### src/rtl/ucrw_pkg.sv
// Shared constants for the USB clock-enable and remote-wakeup control block
package ucrw_pkg;

  // Register indices; the byte address on APB is four times the index
  localparam logic [7:0] OPER_CTRL_IDX = 8'h00;
  localparam logic [7:0] WAKE_CTRL_IDX = 8'h02;
  localparam int unsigned ADDR_W = 8;

  // Field positions of usb_operation_control
  localparam int unsigned OSC_BUF_EN_BIT = 15;
  localparam int unsigned PLL_EN_BIT = 14;
  localparam int unsigned CLK_SEL_HI = 13;
  localparam int unsigned CLK_SEL_LO = 12;
  localparam int unsigned CORE_CLK_EN_BIT = 11;
  localparam int unsigned XCVR_PWR_BIT = 10;
  localparam int unsigned TRANSCEIVER_ON_PIN_HI = 9;
  localparam int unsigned TRANSCEIVER_ON_PIN_LO = 8;
  localparam int unsigned MOD_EN_BIT = 0;
  localparam logic [15:0] OPER_CTRL_MASK = 16'hff01;
  localparam logic [15:0] OPER_CTRL_RESET = 16'h0000;

  // Field position of remote_wakeup_control
  localparam int unsigned WAKE_BIT = 0;

  // Clock-select codes: input frequency for a 48 MHz core clock
  localparam logic [1:0] CLK_SEL_48M = 2'h0;
  localparam logic [1:0] CLK_SEL_24M = 2'h2;
  localparam logic [1:0] CLK_SEL_12M = 2'h1;
  localparam logic [1:0] CLK_SEL_6M = 2'h3;

  // Transceiver-on control codes
  localparam logic [1:0] TRANSCEIVER_ON_PIN_HIZ = 2'h0;
  localparam logic [1:0] TRANSCEIVER_ON_PIN_LOW = 2'h1;
  localparam logic [1:0] TRANSCEIVER_ON_PIN_RSVD = 2'h2;
  localparam logic [1:0] TRANSCEIVER_ON_PIN_HIGH = 2'h3;

  // Suspended device states are 1xx
  localparam int unsigned DEV_STATE_SUSPEND_BIT = 2;

  // Timing
  localparam int unsigned CLK_KHZ = 40000;
  localparam int unsigned IDLE_TIME_US = 2000;
  localparam int unsigned K_TIME_US = 10000;
  localparam int unsigned IDLE_CYCLES = (IDLE_TIME_US * CLK_KHZ + 999) / 1000;
  localparam int unsigned K_CYCLES = (K_TIME_US * CLK_KHZ + 999) / 1000;

  typedef enum logic [2:0] {
    WAKE_IDLE = 3'h1,
    WAKE_WAIT = 3'h2,
    WAKE_KDRIVE = 3'h4
  } ucrw_wake_state_t;

endpackage : ucrw_pkg

### src/rtl/ucrw_clock_wakeup.sv
// APB register block for USB clock sequencing, transceiver control, soft reset and remote wakeup
//
// Local design decision: the APB interface to the registers.
`timescale 1ns/10ps
`default_nettype none

// Contract
// - Oscillator buffer enable passes clock to PLL
// - PLL enabled multiplies input by selected factor
// - PLL disabled passes clock through; needs 48MHz
// - Clock select codes 00/10/01/11 mean 48/24/12/6MHz
// - Internal clock enable gates the core clock
// - Resume detection stays alive while suspended
// - Transceiver-on field drives pin and engine enable
// - Operation enable low holds module soft reset
// - Wakeup write acts only while suspended
// - Wakeup drives K for 10ms then self-clears
// - Bus idle until 2ms after suspend, bit reads one
// - Interval counting pauses while clock is absent
// - Wakeup reads one while pending; zero writes ignored
module ucrw_clock_wakeup #(
  parameter int unsigned IDLE_CYCLES = ucrw_pkg::IDLE_CYCLES,
  parameter int unsigned K_CYCLES = ucrw_pkg::K_CYCLES
) (
  // Clock and reset
  input wire logic pclk,
  input wire logic presetn,
  // APB slave
  input wire logic psel,
  input wire logic penable,
  input wire logic pwrite,
  input wire logic [ucrw_pkg::ADDR_W-1:0] paddr,
  input wire logic [31:0] pwdata,
  output logic [31:0] prdata,
  output logic pready,
  output logic pslverr,
  // Device state from the USB state machine
  input wire logic [2:0] device_state_field,
  // Clock control
  output logic osc_buffer_enable,
  output logic pll_enable,
  output logic [1:0] pll_clock_select,
  output logic [3:0] pll_mult_factor,
  output logic core_clock_enable,
  // Transceiver and engine
  output logic transceiver_power,
  output logic transceiver_on_pin_out,
  output logic transceiver_on_pin_oe,
  output logic serial_interface_engine_enable,
  output logic resume_detect_enable,
  // Module soft reset, active low
  output logic module_soft_reset_n,
  // Remote wakeup
  output logic wakeup_request,
  output logic wakeup_k_drive
);

  ////////////////////////////////////////////////////////////////////////////
  // Decode helpers

  function automatic logic [3:0] mult_of(input logic pll_on, input logic [1:0] sel);
    logic [3:0] f;
    f = 4'h1;
    if (pll_on) begin
      case (sel)
        ucrw_pkg::CLK_SEL_24M: f = 4'h2;
        ucrw_pkg::CLK_SEL_12M: f = 4'h4;
        ucrw_pkg::CLK_SEL_6M: f = 4'h8;
        default: f = 4'h1;
      endcase
    end
    return f;
  endfunction : mult_of

  ////////////////////////////////////////////////////////////////////////////
  // APB access

  logic [15:0] oper_ctrl_reg;
  logic access;
  logic wr_fire;
  logic hit_oper;
  logic hit_wake;
  logic suspended;
  logic clock_ok;
  logic idle_elapsed;
  logic k_done;
  ucrw_pkg::ucrw_wake_state_t wake_state_reg;
  ucrw_pkg::ucrw_wake_state_t wake_state_next;

  assign access = psel && penable;
  assign hit_oper = (paddr == {ucrw_pkg::OPER_CTRL_IDX[5:0], 2'h0});
  assign hit_wake = (paddr == {ucrw_pkg::WAKE_CTRL_IDX[5:0], 2'h0});
  assign wr_fire = access && pready && pwrite;
  assign suspended = device_state_field[ucrw_pkg::DEV_STATE_SUSPEND_BIT];
  // Interval clock exists only with both the buffer and the core gate open
  assign clock_ok = osc_buffer_enable && core_clock_enable;

  // One wait state: pready rises in the second access cycle, then drops
  always_ff @(posedge pclk or negedge presetn) begin
    if (!presetn) begin
      pready <= 1'b0;
      pslverr <= 1'b0;
      prdata <= 32'h0;
    end else if (access && !pready) begin
      pready <= 1'b1;
      pslverr <= !(hit_oper || hit_wake);
      if (pwrite || !(hit_oper || hit_wake)) begin
        prdata <= 32'h0;
      end else if (hit_oper) begin
        prdata <= {16'h0, oper_ctrl_reg & ucrw_pkg::OPER_CTRL_MASK};
      end else begin
        prdata <= {31'h0, wakeup_request};
      end
    end else begin
      pready <= 1'b0;
      pslverr <= 1'b0;
    end
  end

  ////////////////////////////////////////////////////////////////////////////
  // Operation control register

  // Only hardware reset clears it; soft reset leaves it alone
  always_ff @(posedge pclk or negedge presetn) begin
    if (!presetn) begin
      oper_ctrl_reg <= ucrw_pkg::OPER_CTRL_RESET;
    end else if (wr_fire && hit_oper) begin
      oper_ctrl_reg <= pwdata[15:0] & ucrw_pkg::OPER_CTRL_MASK;
    end
  end

  assign osc_buffer_enable = oper_ctrl_reg[ucrw_pkg::OSC_BUF_EN_BIT];
  assign pll_enable = oper_ctrl_reg[ucrw_pkg::PLL_EN_BIT];
  assign pll_clock_select = oper_ctrl_reg[ucrw_pkg::CLK_SEL_HI:ucrw_pkg::CLK_SEL_LO];
  assign core_clock_enable = oper_ctrl_reg[ucrw_pkg::CORE_CLK_EN_BIT];
  assign transceiver_power = oper_ctrl_reg[ucrw_pkg::XCVR_PWR_BIT];
  assign module_soft_reset_n = oper_ctrl_reg[ucrw_pkg::MOD_EN_BIT];
  assign wakeup_k_drive = wake_state_reg[2];

  ////////////////////////////////////////////////////////////////////////////
  // Derived flops: multiplier, pin drive, engine, resume detection

  // Factor 1 means bypass; the pass-through input must then be 48 MHz
  always_ff @(posedge pclk or negedge presetn) begin
    if (!presetn) begin
      pll_mult_factor <= 4'h1;
    end else begin
      pll_mult_factor <= mult_of(oper_ctrl_reg[ucrw_pkg::PLL_EN_BIT],
                                 oper_ctrl_reg[ucrw_pkg::CLK_SEL_HI:ucrw_pkg::CLK_SEL_LO]);
    end
  end

  // The reserved code is left undriven, the safest reading of it
  always_ff @(posedge pclk or negedge presetn) begin
    if (!presetn) begin
      transceiver_on_pin_out <= 1'b0;
      transceiver_on_pin_oe <= 1'b0;
      serial_interface_engine_enable <= 1'b0;
      resume_detect_enable <= 1'b0;
    end else begin
      transceiver_on_pin_out <= (oper_ctrl_reg[ucrw_pkg::TRANSCEIVER_ON_PIN_HI:ucrw_pkg::TRANSCEIVER_ON_PIN_LO] == ucrw_pkg::TRANSCEIVER_ON_PIN_HIGH);
      transceiver_on_pin_oe <= (oper_ctrl_reg[ucrw_pkg::TRANSCEIVER_ON_PIN_HI:ucrw_pkg::TRANSCEIVER_ON_PIN_LO] == ucrw_pkg::TRANSCEIVER_ON_PIN_LOW) ||
                               (oper_ctrl_reg[ucrw_pkg::TRANSCEIVER_ON_PIN_HI:ucrw_pkg::TRANSCEIVER_ON_PIN_LO] == ucrw_pkg::TRANSCEIVER_ON_PIN_HIGH);
      serial_interface_engine_enable <= oper_ctrl_reg[ucrw_pkg::TRANSCEIVER_ON_PIN_LO];
      // Receiver stays live for resume even with transceiver power off
      resume_detect_enable <= oper_ctrl_reg[ucrw_pkg::XCVR_PWR_BIT] || suspended;
    end
  end

  ////////////////////////////////////////////////////////////////////////////
  // Remote wakeup sequencing

  ucrw_interval_timer #(
    .LIMIT(IDLE_CYCLES)
  ) u_idle_timer (
    .pclk(pclk),
    .presetn(presetn),
    .clear(!suspended),
    .run(suspended && clock_ok),
    .done(idle_elapsed)
  );

  ucrw_interval_timer #(
    .LIMIT(K_CYCLES)
  ) u_k_timer (
    .pclk(pclk),
    .presetn(presetn),
    .clear(wake_state_reg != ucrw_pkg::WAKE_KDRIVE),
    .run(clock_ok),
    .done(k_done)
  );

  always_comb begin
    wake_state_next = wake_state_reg;
    case (wake_state_reg)
      ucrw_pkg::WAKE_IDLE: begin
        // A one written outside suspend, or any zero, is dropped
        if (wr_fire && hit_wake && pwdata[ucrw_pkg::WAKE_BIT] && suspended) begin
          wake_state_next = ucrw_pkg::WAKE_WAIT;
        end
      end
      ucrw_pkg::WAKE_WAIT: begin
        if (!suspended) begin
          wake_state_next = ucrw_pkg::WAKE_IDLE;
        end else if (idle_elapsed) begin
          wake_state_next = ucrw_pkg::WAKE_KDRIVE;
        end
      end
      ucrw_pkg::WAKE_KDRIVE: begin
        // The host answers K by leaving suspend, so suspend is not watched here
        if (k_done) begin
          wake_state_next = ucrw_pkg::WAKE_IDLE;
        end
      end
      default: wake_state_next = ucrw_pkg::WAKE_IDLE;
    endcase
  end

  // The readable bit has its own flop so the output needs no decode after the state
  always_ff @(posedge pclk or negedge presetn) begin
    if (!presetn) begin
      wake_state_reg <= ucrw_pkg::WAKE_IDLE;
      wakeup_request <= 1'b0;
    end else if (!module_soft_reset_n) begin
      wake_state_reg <= ucrw_pkg::WAKE_IDLE;
      wakeup_request <= 1'b0;
    end else begin
      wake_state_reg <= wake_state_next;
      wakeup_request <= (wake_state_next != ucrw_pkg::WAKE_IDLE);
    end
  end
endmodule : ucrw_clock_wakeup

`default_nettype wire

### src/rtl/ucrw_interval_timer.sv
// Pausable interval counter that flags when a set number of run cycles has passed
`timescale 1ns/10ps
`default_nettype none

module ucrw_interval_timer #(
  parameter int unsigned LIMIT = 16
) (
  // Clock and reset
  input wire logic pclk,
  input wire logic presetn,
  // Control
  input wire logic clear,
  input wire logic run,
  // Status
  output logic done
);

  logic [31:0] count_reg;

  // Counting holds while run is low, so a stopped clock source pauses the interval
  always_ff @(posedge pclk or negedge presetn) begin
    if (!presetn) begin
      count_reg <= 32'h0;
      done <= 1'b0;
    end else if (clear) begin
      count_reg <= 32'h0;
      done <= 1'b0;
    end else if (run && !done) begin
      count_reg <= count_reg + 32'h1;
      done <= (count_reg == LIMIT - 1);
    end
  end

endmodule : ucrw_interval_timer

`default_nettype wire

### config.mk
export PLATFORM = sky130hd
export DESIGN_NAME = ucrw_clock_wakeup
export DESIGN_NICKNAME = d
export VERILOG_FILES = /design/src/rtl/ucrw_pkg.sv /design/src/rtl/ucrw_clock_wakeup.sv /design/src/rtl/ucrw_interval_timer.sv
export SDC_FILE = /design/constraint.sdc
export NUM_CORES = 1
export LEC_CHECK = 0
export BUFFER_PORTS_ARGS = -buffer_cell sky130_fd_sc_hd__clkbuf_2
export CAP_MARGIN = 20
export CORE_UTILIZATION = 42
export CTS_CLUSTER_SIZE = 40
export DETAILED_ROUTE_END_ITERATION = 8
export PLACE_DENSITY = 0.61
export SKIP_LAST_GASP = 1
export SYNTH_ARGS = -nofsm -noshare
export SYNTH_HDL_FRONTEND = slang
export SYNTH_SLANG_ARGS = --single-unit
### constraint.sdc
create_clock -name pclk -period 3.16 [get_ports pclk]
set_input_delay 0.474 -clock pclk [delete_from_list [all_inputs] [get_ports pclk]]
set_output_delay 0.474 -clock pclk [all_outputs]
set_load 0.02 [all_outputs]
==> results.md, run 1 <==
* Quantity of hold-fixing buffers added after cts at 0
* DIE AREA at 12540 um^2
* Most frequent cells in the layout: 96 x dfrtp_1, 49 x clkbuf_2, 41 x a21oi_1
* Fin crit share at 0.7410
* Clock Sink Count at 98
* Core area at 11610 um^2
* N_diodes at 0
* Unrepaired setup endpoints after global routing: no
* Vias at 4065
* Antenna violations before repair at 0
* Crit-path max FO at 20
* Worst hold path type: primary input to asynchronous set/reset pin
* Leakage power at 2.375 nW
* Avg WL per Cell at 15.74 um
* Port Buf Inserts at 50
* Top post-synthesis cells by area: dfrtp_1 47%, or4_1 4.3%, a21oi_1 4.0%, o31ai_1 4.0%, buf_4 3.7%
* Main flop type after synthesis: dfrtp_1
* CP max stage cell: or4_1
* FF-to-FF path depth at 4
* Largest net degree at the start of global routing at 84
* Share of the synthesized area in the top cell type at 0.4729
* Dpl hpwl at 7248 um
* Share of layout cells above drive strength 1 at 0.1670
* Async SR Flop Fraction at 1.000
* Yosys cell types at 50
* GRT overflow at 0
* R2r endpoint: u_k_timer.count_reg[22]$_DFFE_PN0P_
* Reported max-cap violation count at 0
* Vias in the first global route at 4076
* Starting Density at 0.4374
* Status: finished, violations left
* Cell Rows at 39
* TritonCTS clock tree: built
* ANT nets after route at 0
* H-Tree Depth at 3
* Remaining DRCs at 2
* Die width at 112.0 um
* Starting DRT DRC Count at 188
* Clock skew at 8.145 ps
* Total number of yosys warnings at 0
* Die span in y at 112.0 um
* Relative max-transition margin at 0.4907
* NumNets Final at 596
* I/O pin cnt at 99
* DR vias/cell at 5.857
* Commonest non-fill, non-tap cell in the layout: dfrtp_1
* Max VDD drop at 302.2 uV
* Register clock-pin slew on the reported worst setup and hold paths at 70 ps
* Number of synthesized flops with an enable pin at 0
* Setup Buffers After CTS at 0
* Slew Viols, Final at 0
* Root Driver: clkbuf_16
* Area growth, synth to finish at 11.50%
* Gr usage total at 0.1887
* RR Startpoint: oper_ctrl_reg[11]$_DFFE_PN0P_
* Post-synth top area cell: dfrtp_1
* Post_cts resized at 0
* Total CTS buffers at 9
* Fmax at 427.1 MHz
* CP arrival at 2610 ps
* First-pass GRT wire length at 19350 um
* Insertion delay to the later sink of the worst-skew pair at 340 ps
* PwrDens at 448.9 nW/um^2
* Mapped Cells at 511
* Final WL at 10930 um
* Sequential area share after synthesis at 0.4833
* Worst Path Required at 3420 ps
* Final setup TNS at 0 ps
* Register bit total from synthesis at 98
* Syn avg cell area at 9.941 um^2
* Fin crit period at 2342 ps
* Netlist Area Pre-Place at 5080 um^2
* Worst path cell trace: and4b_1, nand3_1, or4_1, a21oi_1
* WS Path Type: register to register
* Final core occ at 0.4877
* Failing checks: DRC
* Crit. End Element: register
* FF-to-FF setup slack at 820 ps
* First-pass detailed-route iteration total at 8
* Routability cong. at 0.7914
* Clock Tree Buf Depth at 2
* Actual slew at the worst max-slew pin at 764.0 ps
* Crit start category: register
* Hold Vio Cnt, Final at 0
* CP max stage delay at 700 ps
* Finish-stage setup viols at 0
[how the worst max path moves through the flow]
stage | start | endpoint | slack (ps)
finish | oper_ctrl_reg[11]$_DFFE_PN0P_ | u_k_timer.count_reg[22]$_DFFE_PN0P_ | 820
global route | oper_ctrl_reg[11]$_DFFE_PN0P_ | u_k_timer.count_reg[16]$_DFFE_PN0P_ | 550
CTS | oper_ctrl_reg[11]$_DFFE_PN0P_ | u_k_timer.count_reg[22]$_DFFE_PN0P_ | 780
detailed placement | oper_ctrl_reg[15]$_DFFE_PN0P_ | u_k_timer.count_reg[22]$_DFFE_PN0P_ | 800
global placement | oper_ctrl_reg[11]$_DFFE_PN0P_ | u_k_timer.count_reg[12]$_DFFE_PN0P_ | 830
floorplan | oper_ctrl_reg[11]$_DFFE_PN0P_ | u_k_timer.count_reg[15]$_DFFE_PN0P_ | 1200
[area by class of cell]
type | instances | area, um^2
tap | 143 | 178.9
fill | 1110 | 5949
sequential | 98 | 2455
timing repair buffer | 57 | 317.8
clock inverter | 7 | 100.1
inverter | 5 | 18.77
clock buffer | 9 | 225.2
multi-input combinational | 375 | 2369
[power breakdown]
group / switching (W) / total (W) / internal (W)
registers: 0.00000158 / 0.00126 / 0.00126
logic: 0.0000715 / 0.0000914 / 0.0000199
clock network: 0.000492 / 0.00119 / 0.000701
total: 0.000565 / 0.00254 / 0.00198
[metal layers]
| metal | GRT usage | vias up | routed length [um] |
|---|---|---|---|
| li1 | - | 1961 | - |
| met1 | 0.2520 | 2015 | 5217 |
| met2 | 0.3126 | 77 | 5174 |
| met3 | 0.02994 | 12 | 392 |
| met4 | 0.06667 | 0 | 142 |
| met5 | 0 | - | 0 |
[cell usage after synthesis, types with 5 or more instances]
library cell  number
or4_1             29
a22o_1             8
mux2i_1            5
and4_1             8
mux2_2             9
nand4_1           26
clkbuf_1          20
nor3_1             7
a21oi_1           41
and3_1            10
buf_4             25
o31ai_1           27
nor4_1            13
nand3_1           27
inv_1              5
o21a_1             6
nor2_1            24
xor2_1            14
nand2_1           28
dfrtp_1           96
o21ai_0           13
or3_1             11
and2_1             7
[cell families after synthesis]
family	synth area share
compound gates	0.1298
xor+xnor	0.03103
fa+ha+maj	0.004925
buf+inv	0.06675
flops	0.4833
mux	0.02980
other cells	0.0007382
simple gates	0.2537
[metrics by stage]
| stage | cells | worst slack, ps | power (W) | hold WS (ps) | cell area [um^2] |
|---|---|---|---|---|---|
| finish | 694 | 818.4 | 0.002542 | 105.2 | 5664 |
| CTS | 693 | 779.6 | 0.002561 | 352.7 | 5644 |
| global route | 694 | 549.4 | 0.002628 | 152.7 | 5664 |
| detailed placement | 677 | 804.3 | 0.001373 | 433.0 | 5319 |
| floorplan | 533 | 1201 | 0.001345 | 178.4 | 5162 |
| global placement | 677 | 833.6 | 0.001372 | 445.5 | 5319 |
[worst max-delay path: cells and delay by family (launching register included)]
kind / cells / cell delay, ps
flip-flops: 1 / 540
AND/OR/NAND/NOR: 3 / 1570
AO/OA/AOI/OAI: 1 / 150
No activity file was read; power rests on OpenSTA's default activity.
==> run 2, diff against run 1 <==
--- a/config.mk
+++ b/config.mk
@@ -10,7 +10,7 @@
 export CORE_UTILIZATION = 42
 export CTS_CLUSTER_SIZE = 40
 export DETAILED_ROUTE_END_ITERATION = 8
-export PLACE_DENSITY = 0.61
+export PLACE_DENSITY = 0.64
 export SKIP_LAST_GASP = 1
 export SYNTH_ARGS = -nofsm -noshare
 export SYNTH_HDL_FRONTEND = slang
==> constraint.sdc (replaced) <==
create_clock -name pclk -period 2 [get_ports pclk]
set_input_delay 0.3 -clock pclk [delete_from_list [all_inputs] [get_ports pclk]]
set_output_delay 0.3 -clock pclk [all_outputs]
set_load 0.02 [all_outputs]
==> run 2 against run 1 <==
The run still ends with DRC left. Sequential cell count unchanged. Sequential power rose by 58%. Routed wire length rose by 3.1%. Combinational power rose by 64%. Global-route usage rose by 0.25 points. Fmax up 21%. Non-clock buffer count up 32. Register-to-register slack lost 750 ps. Worst hold slack improved by 79 ps. Utilization up 2.1 points. Sequential share of layout area decreased by 1.8 points.
==> results.md, run 2 (same netlist as run 1, synthesis figures left out) <==
* Register clock-pin slew on the reported worst setup and hold paths at 70 ps (about the same)
* Max VDD drop at 412.4 uV (+36%)
* DR vias/cell at 5.887 (+0.51%)
* Unrepaired setup endpoints after global routing: yes
* WS Path Type: register to register
* Final instance area at 5911 um^2 (+4.4%)
* Post-placement cell area at 5577 um^2 (+4.8%)
* Clock skew at 8.492 ps (+0.3467 ps)
* CP arrival at 2190 ps (-420 ps)
* Psw at 0.0008776 W (+55%)
* Hold slack at 184.6 ps (+79.45 ps)
* Relative max-transition margin at 0.5429 (+0.05228)
* Switching share of power at 0.2266 (+0.004274)
* Core area at 11610 um^2 (unchanged)
* H-Tree Depth at 3 (unchanged)
* NumNets Final at 628 (+5.4%)
* Vias at 4274 (+5.1%)
* Final WL at 11260 um (+3.1%)
* Fillers at 1087 (-2.1%)
* Antenna violations before repair at 0 (unchanged)
* Share of layout cells above drive strength 1 at 0.2178 (+0.05087)
* Gr usage total at 0.1912 (+0.002486)
* Clock Sink Count at 98 (unchanged)
* Fin crit period at 1935 ps (-406.4 ps)
* Failing checks: DRC
* Leakage power at 2.532 nW (+6.6%)
* Top delay family on crit path: simple AND/OR/NAND/NOR gates
* Slew Viols, Final at 0 (unchanged)
* Actual slew at the worst max-slew pin at 684.1 ps (-79.90 ps)
* Commonest non-fill, non-tap cell in the layout: dfrtp_1
* Worst path cell trace: nand4b_2, or4_4, or3_1, a21oi_1
* Fmax at 516.7 MHz (+21%)
* Footprint of the multi-input gates at 2390 um^2 (+0.90%)
* Reported max-cap violation count at 0 (unchanged)
* CP max stage cell: or4_4
* Largest net degree at the start of global routing at 50 (-40%)
* Area growth, synth to finish at 16.35%
* Finish-stage setup viols at 0 (unchanged)
* Avg WL per Cell at 15.51 um (-1.5%)
* First-pass GRT wire length at 19330 um (about the same)
* TritonCTS clock tree: built
* P_int at 0.002995 W (+51%)
* Status: finished, violations left
* Root Driver: clkbuf_16
* Cell Rows at 39 (unchanged)
* Fin cells at 726 (+4.6%)
* Port Buf Inserts at 50 (unchanged)
* ANT nets after route at 0 (unchanged)
* First-pass detailed-route iteration total at 9 (+1)
* Insertion delay to the later sink of the worst-skew pair at 350 ps (about the same)
* Die width at 112.0 um (unchanged)
* Reg power frac at 0.513 (+0.018)
* Dpl cells at 708 (+4.6%)
* Vias in the first global route at 4146 (+1.7%)
* Clk pwr share at 0.448 (-0.021)
* Crit. End Element: register
* Most frequent cells in the layout: 96 x dfrtp_1, 49 x clkbuf_2, 41 x a21oi_1
* Remaining DRCs at 3 (+1)
* Routability cong. at 0.7903 (-0.14%)
* Starting Density at 0.4374 (unchanged)
* CP max stage delay at 650 ps (-50 ps)
* Combinational fraction of design power at 0.039 (+0.003)
* Worst Path Required at 2250 ps (-1170 ps)
* GRT overflow at 0 (unchanged)
* Crit-path max FO at 8 (-60%)
* Dpl hpwl at 7658 um (+5.6%)
* N_diodes at 0 (unchanged)
* Final setup TNS at 0 ps (unchanged)
* Die span in y at 112.0 um (unchanged)
* DIE AREA at 12540 um^2 (unchanged)
* Crit start category: register
* I/O pin cnt at 99 (unchanged)
* Total CTS buffers at 9 (unchanged)
* PwrDens at 655.2 nW/um^2 (+46%)
* Hold Vio Cnt, Final at 0 (unchanged)
* Crit path buf inv count at 0 (unchanged)
* Starting DRT DRC Count at 302 (+61%)
* Worst hold path type: primary input to register
* Reg area at 2455 um^2 (unchanged)
* Fin crit share at 0.9676 (+0.2266)
* Clock Tree Buf Depth at 2 (unchanged)
==> run 2: cell count changes in the layout (fill, tap and decap cells not counted), sizes merged <==
cell         delta
buf            +31
bufinv          -1
clkbuf          +1
clkinv          +1
dlygate4sd3     +1
inv             -1
==> run 2: worst paths after layout <==
check	startpoint	end	slack (ps)	cells after the start
max in group asynchronous	presetn	pll_mult_factor[0]$_DFF_PN1_	890	3
setup reg to reg	u_k_timer.done$_DFFE_PN0P_	u_k_timer.count_reg[13]$_DFFE_PN0P_	60	4
min in group asynchronous	presetn	u_k_timer.count_reg[16]$_DFFE_PN0P_	420	2
hold / removal	pwdata[9]	oper_ctrl_reg[9]$_DFFE_PN0P_	180	2
setup / recovery	u_k_timer.done$_DFFE_PN0P_	u_k_timer.count_reg[13]$_DFFE_PN0P_	60	4
hold reg to reg	oper_ctrl_reg[8]$_DFFE_PN0P_	serial_interface_engine_enable$_DFF_PN0_	440	0
==> run 2: final cells by class <==
| cell class | count | area share |
|---|---|---|
| Multi-Input combinational cell | 375 | 0.4043 |
| Timing Repair Buffer | 89 | 0.09695 |
| Tap cell | 143 | 0.03027 |
| Clock buffer | 10 | 0.03874 |
| Clock inverter | 6 | 0.01122 |
| Inverter | 5 | 0.003175 |
| Sequential cell | 98 | 0.4153 |
==> run 2: routing by layer <==
metal | GRT usage | up-vias | wire length [um]
li1 | - | 2020 | -
met1 | 0.2534 | 2145 | 5162
met2 | 0.3101 | 102 | 5501
met3 | 0.04083 | 7 | 483
met4 | 0.06844 | 0 | 112
met5 | 0 | - | 0
==> run 2: power groups by stage <==
stage	clock, W	combinational, W	sequential, W
floorplan	0	0.0000943	0.00203
global placement	0	0.000149	0.00203
detailed placement	0	0.000152	0.00203
CTS	0.00177	0.000154	0.00199
global route	0.00185	0.000168	0.00199
finish	0.00174	0.000150	0.00199
==> run 2: worst reg2reg max path, stage by stage, from the launching register on <==
cell and delay (ps):
dfrtp_1 380, nand4b_2 320, or4_4 650, or3_1 330
a21oi_1 170
==> run 2: metrics by stage <==
stage	worst slack (ps)	total power, W	util
after floorplan	41.39	0.002125	-
after global placement	36.01	0.002174	0.4802
after detailed placement	3.429	0.002177	0.4802
after CTS	33.09	0.003911	0.5068
after global routing	-19.67	0.004000	0.5089
final	64.82	0.003872	0.5089
==> run 2: repair_timing <==
action / in CTS / in global routing
hold buffers: 1 / 0
buffers inserted: 0 / 1
resized for setup: 1 / 4
hold endpoints to repair: 25 / 0
setup endpoints to repair: 2 / 13
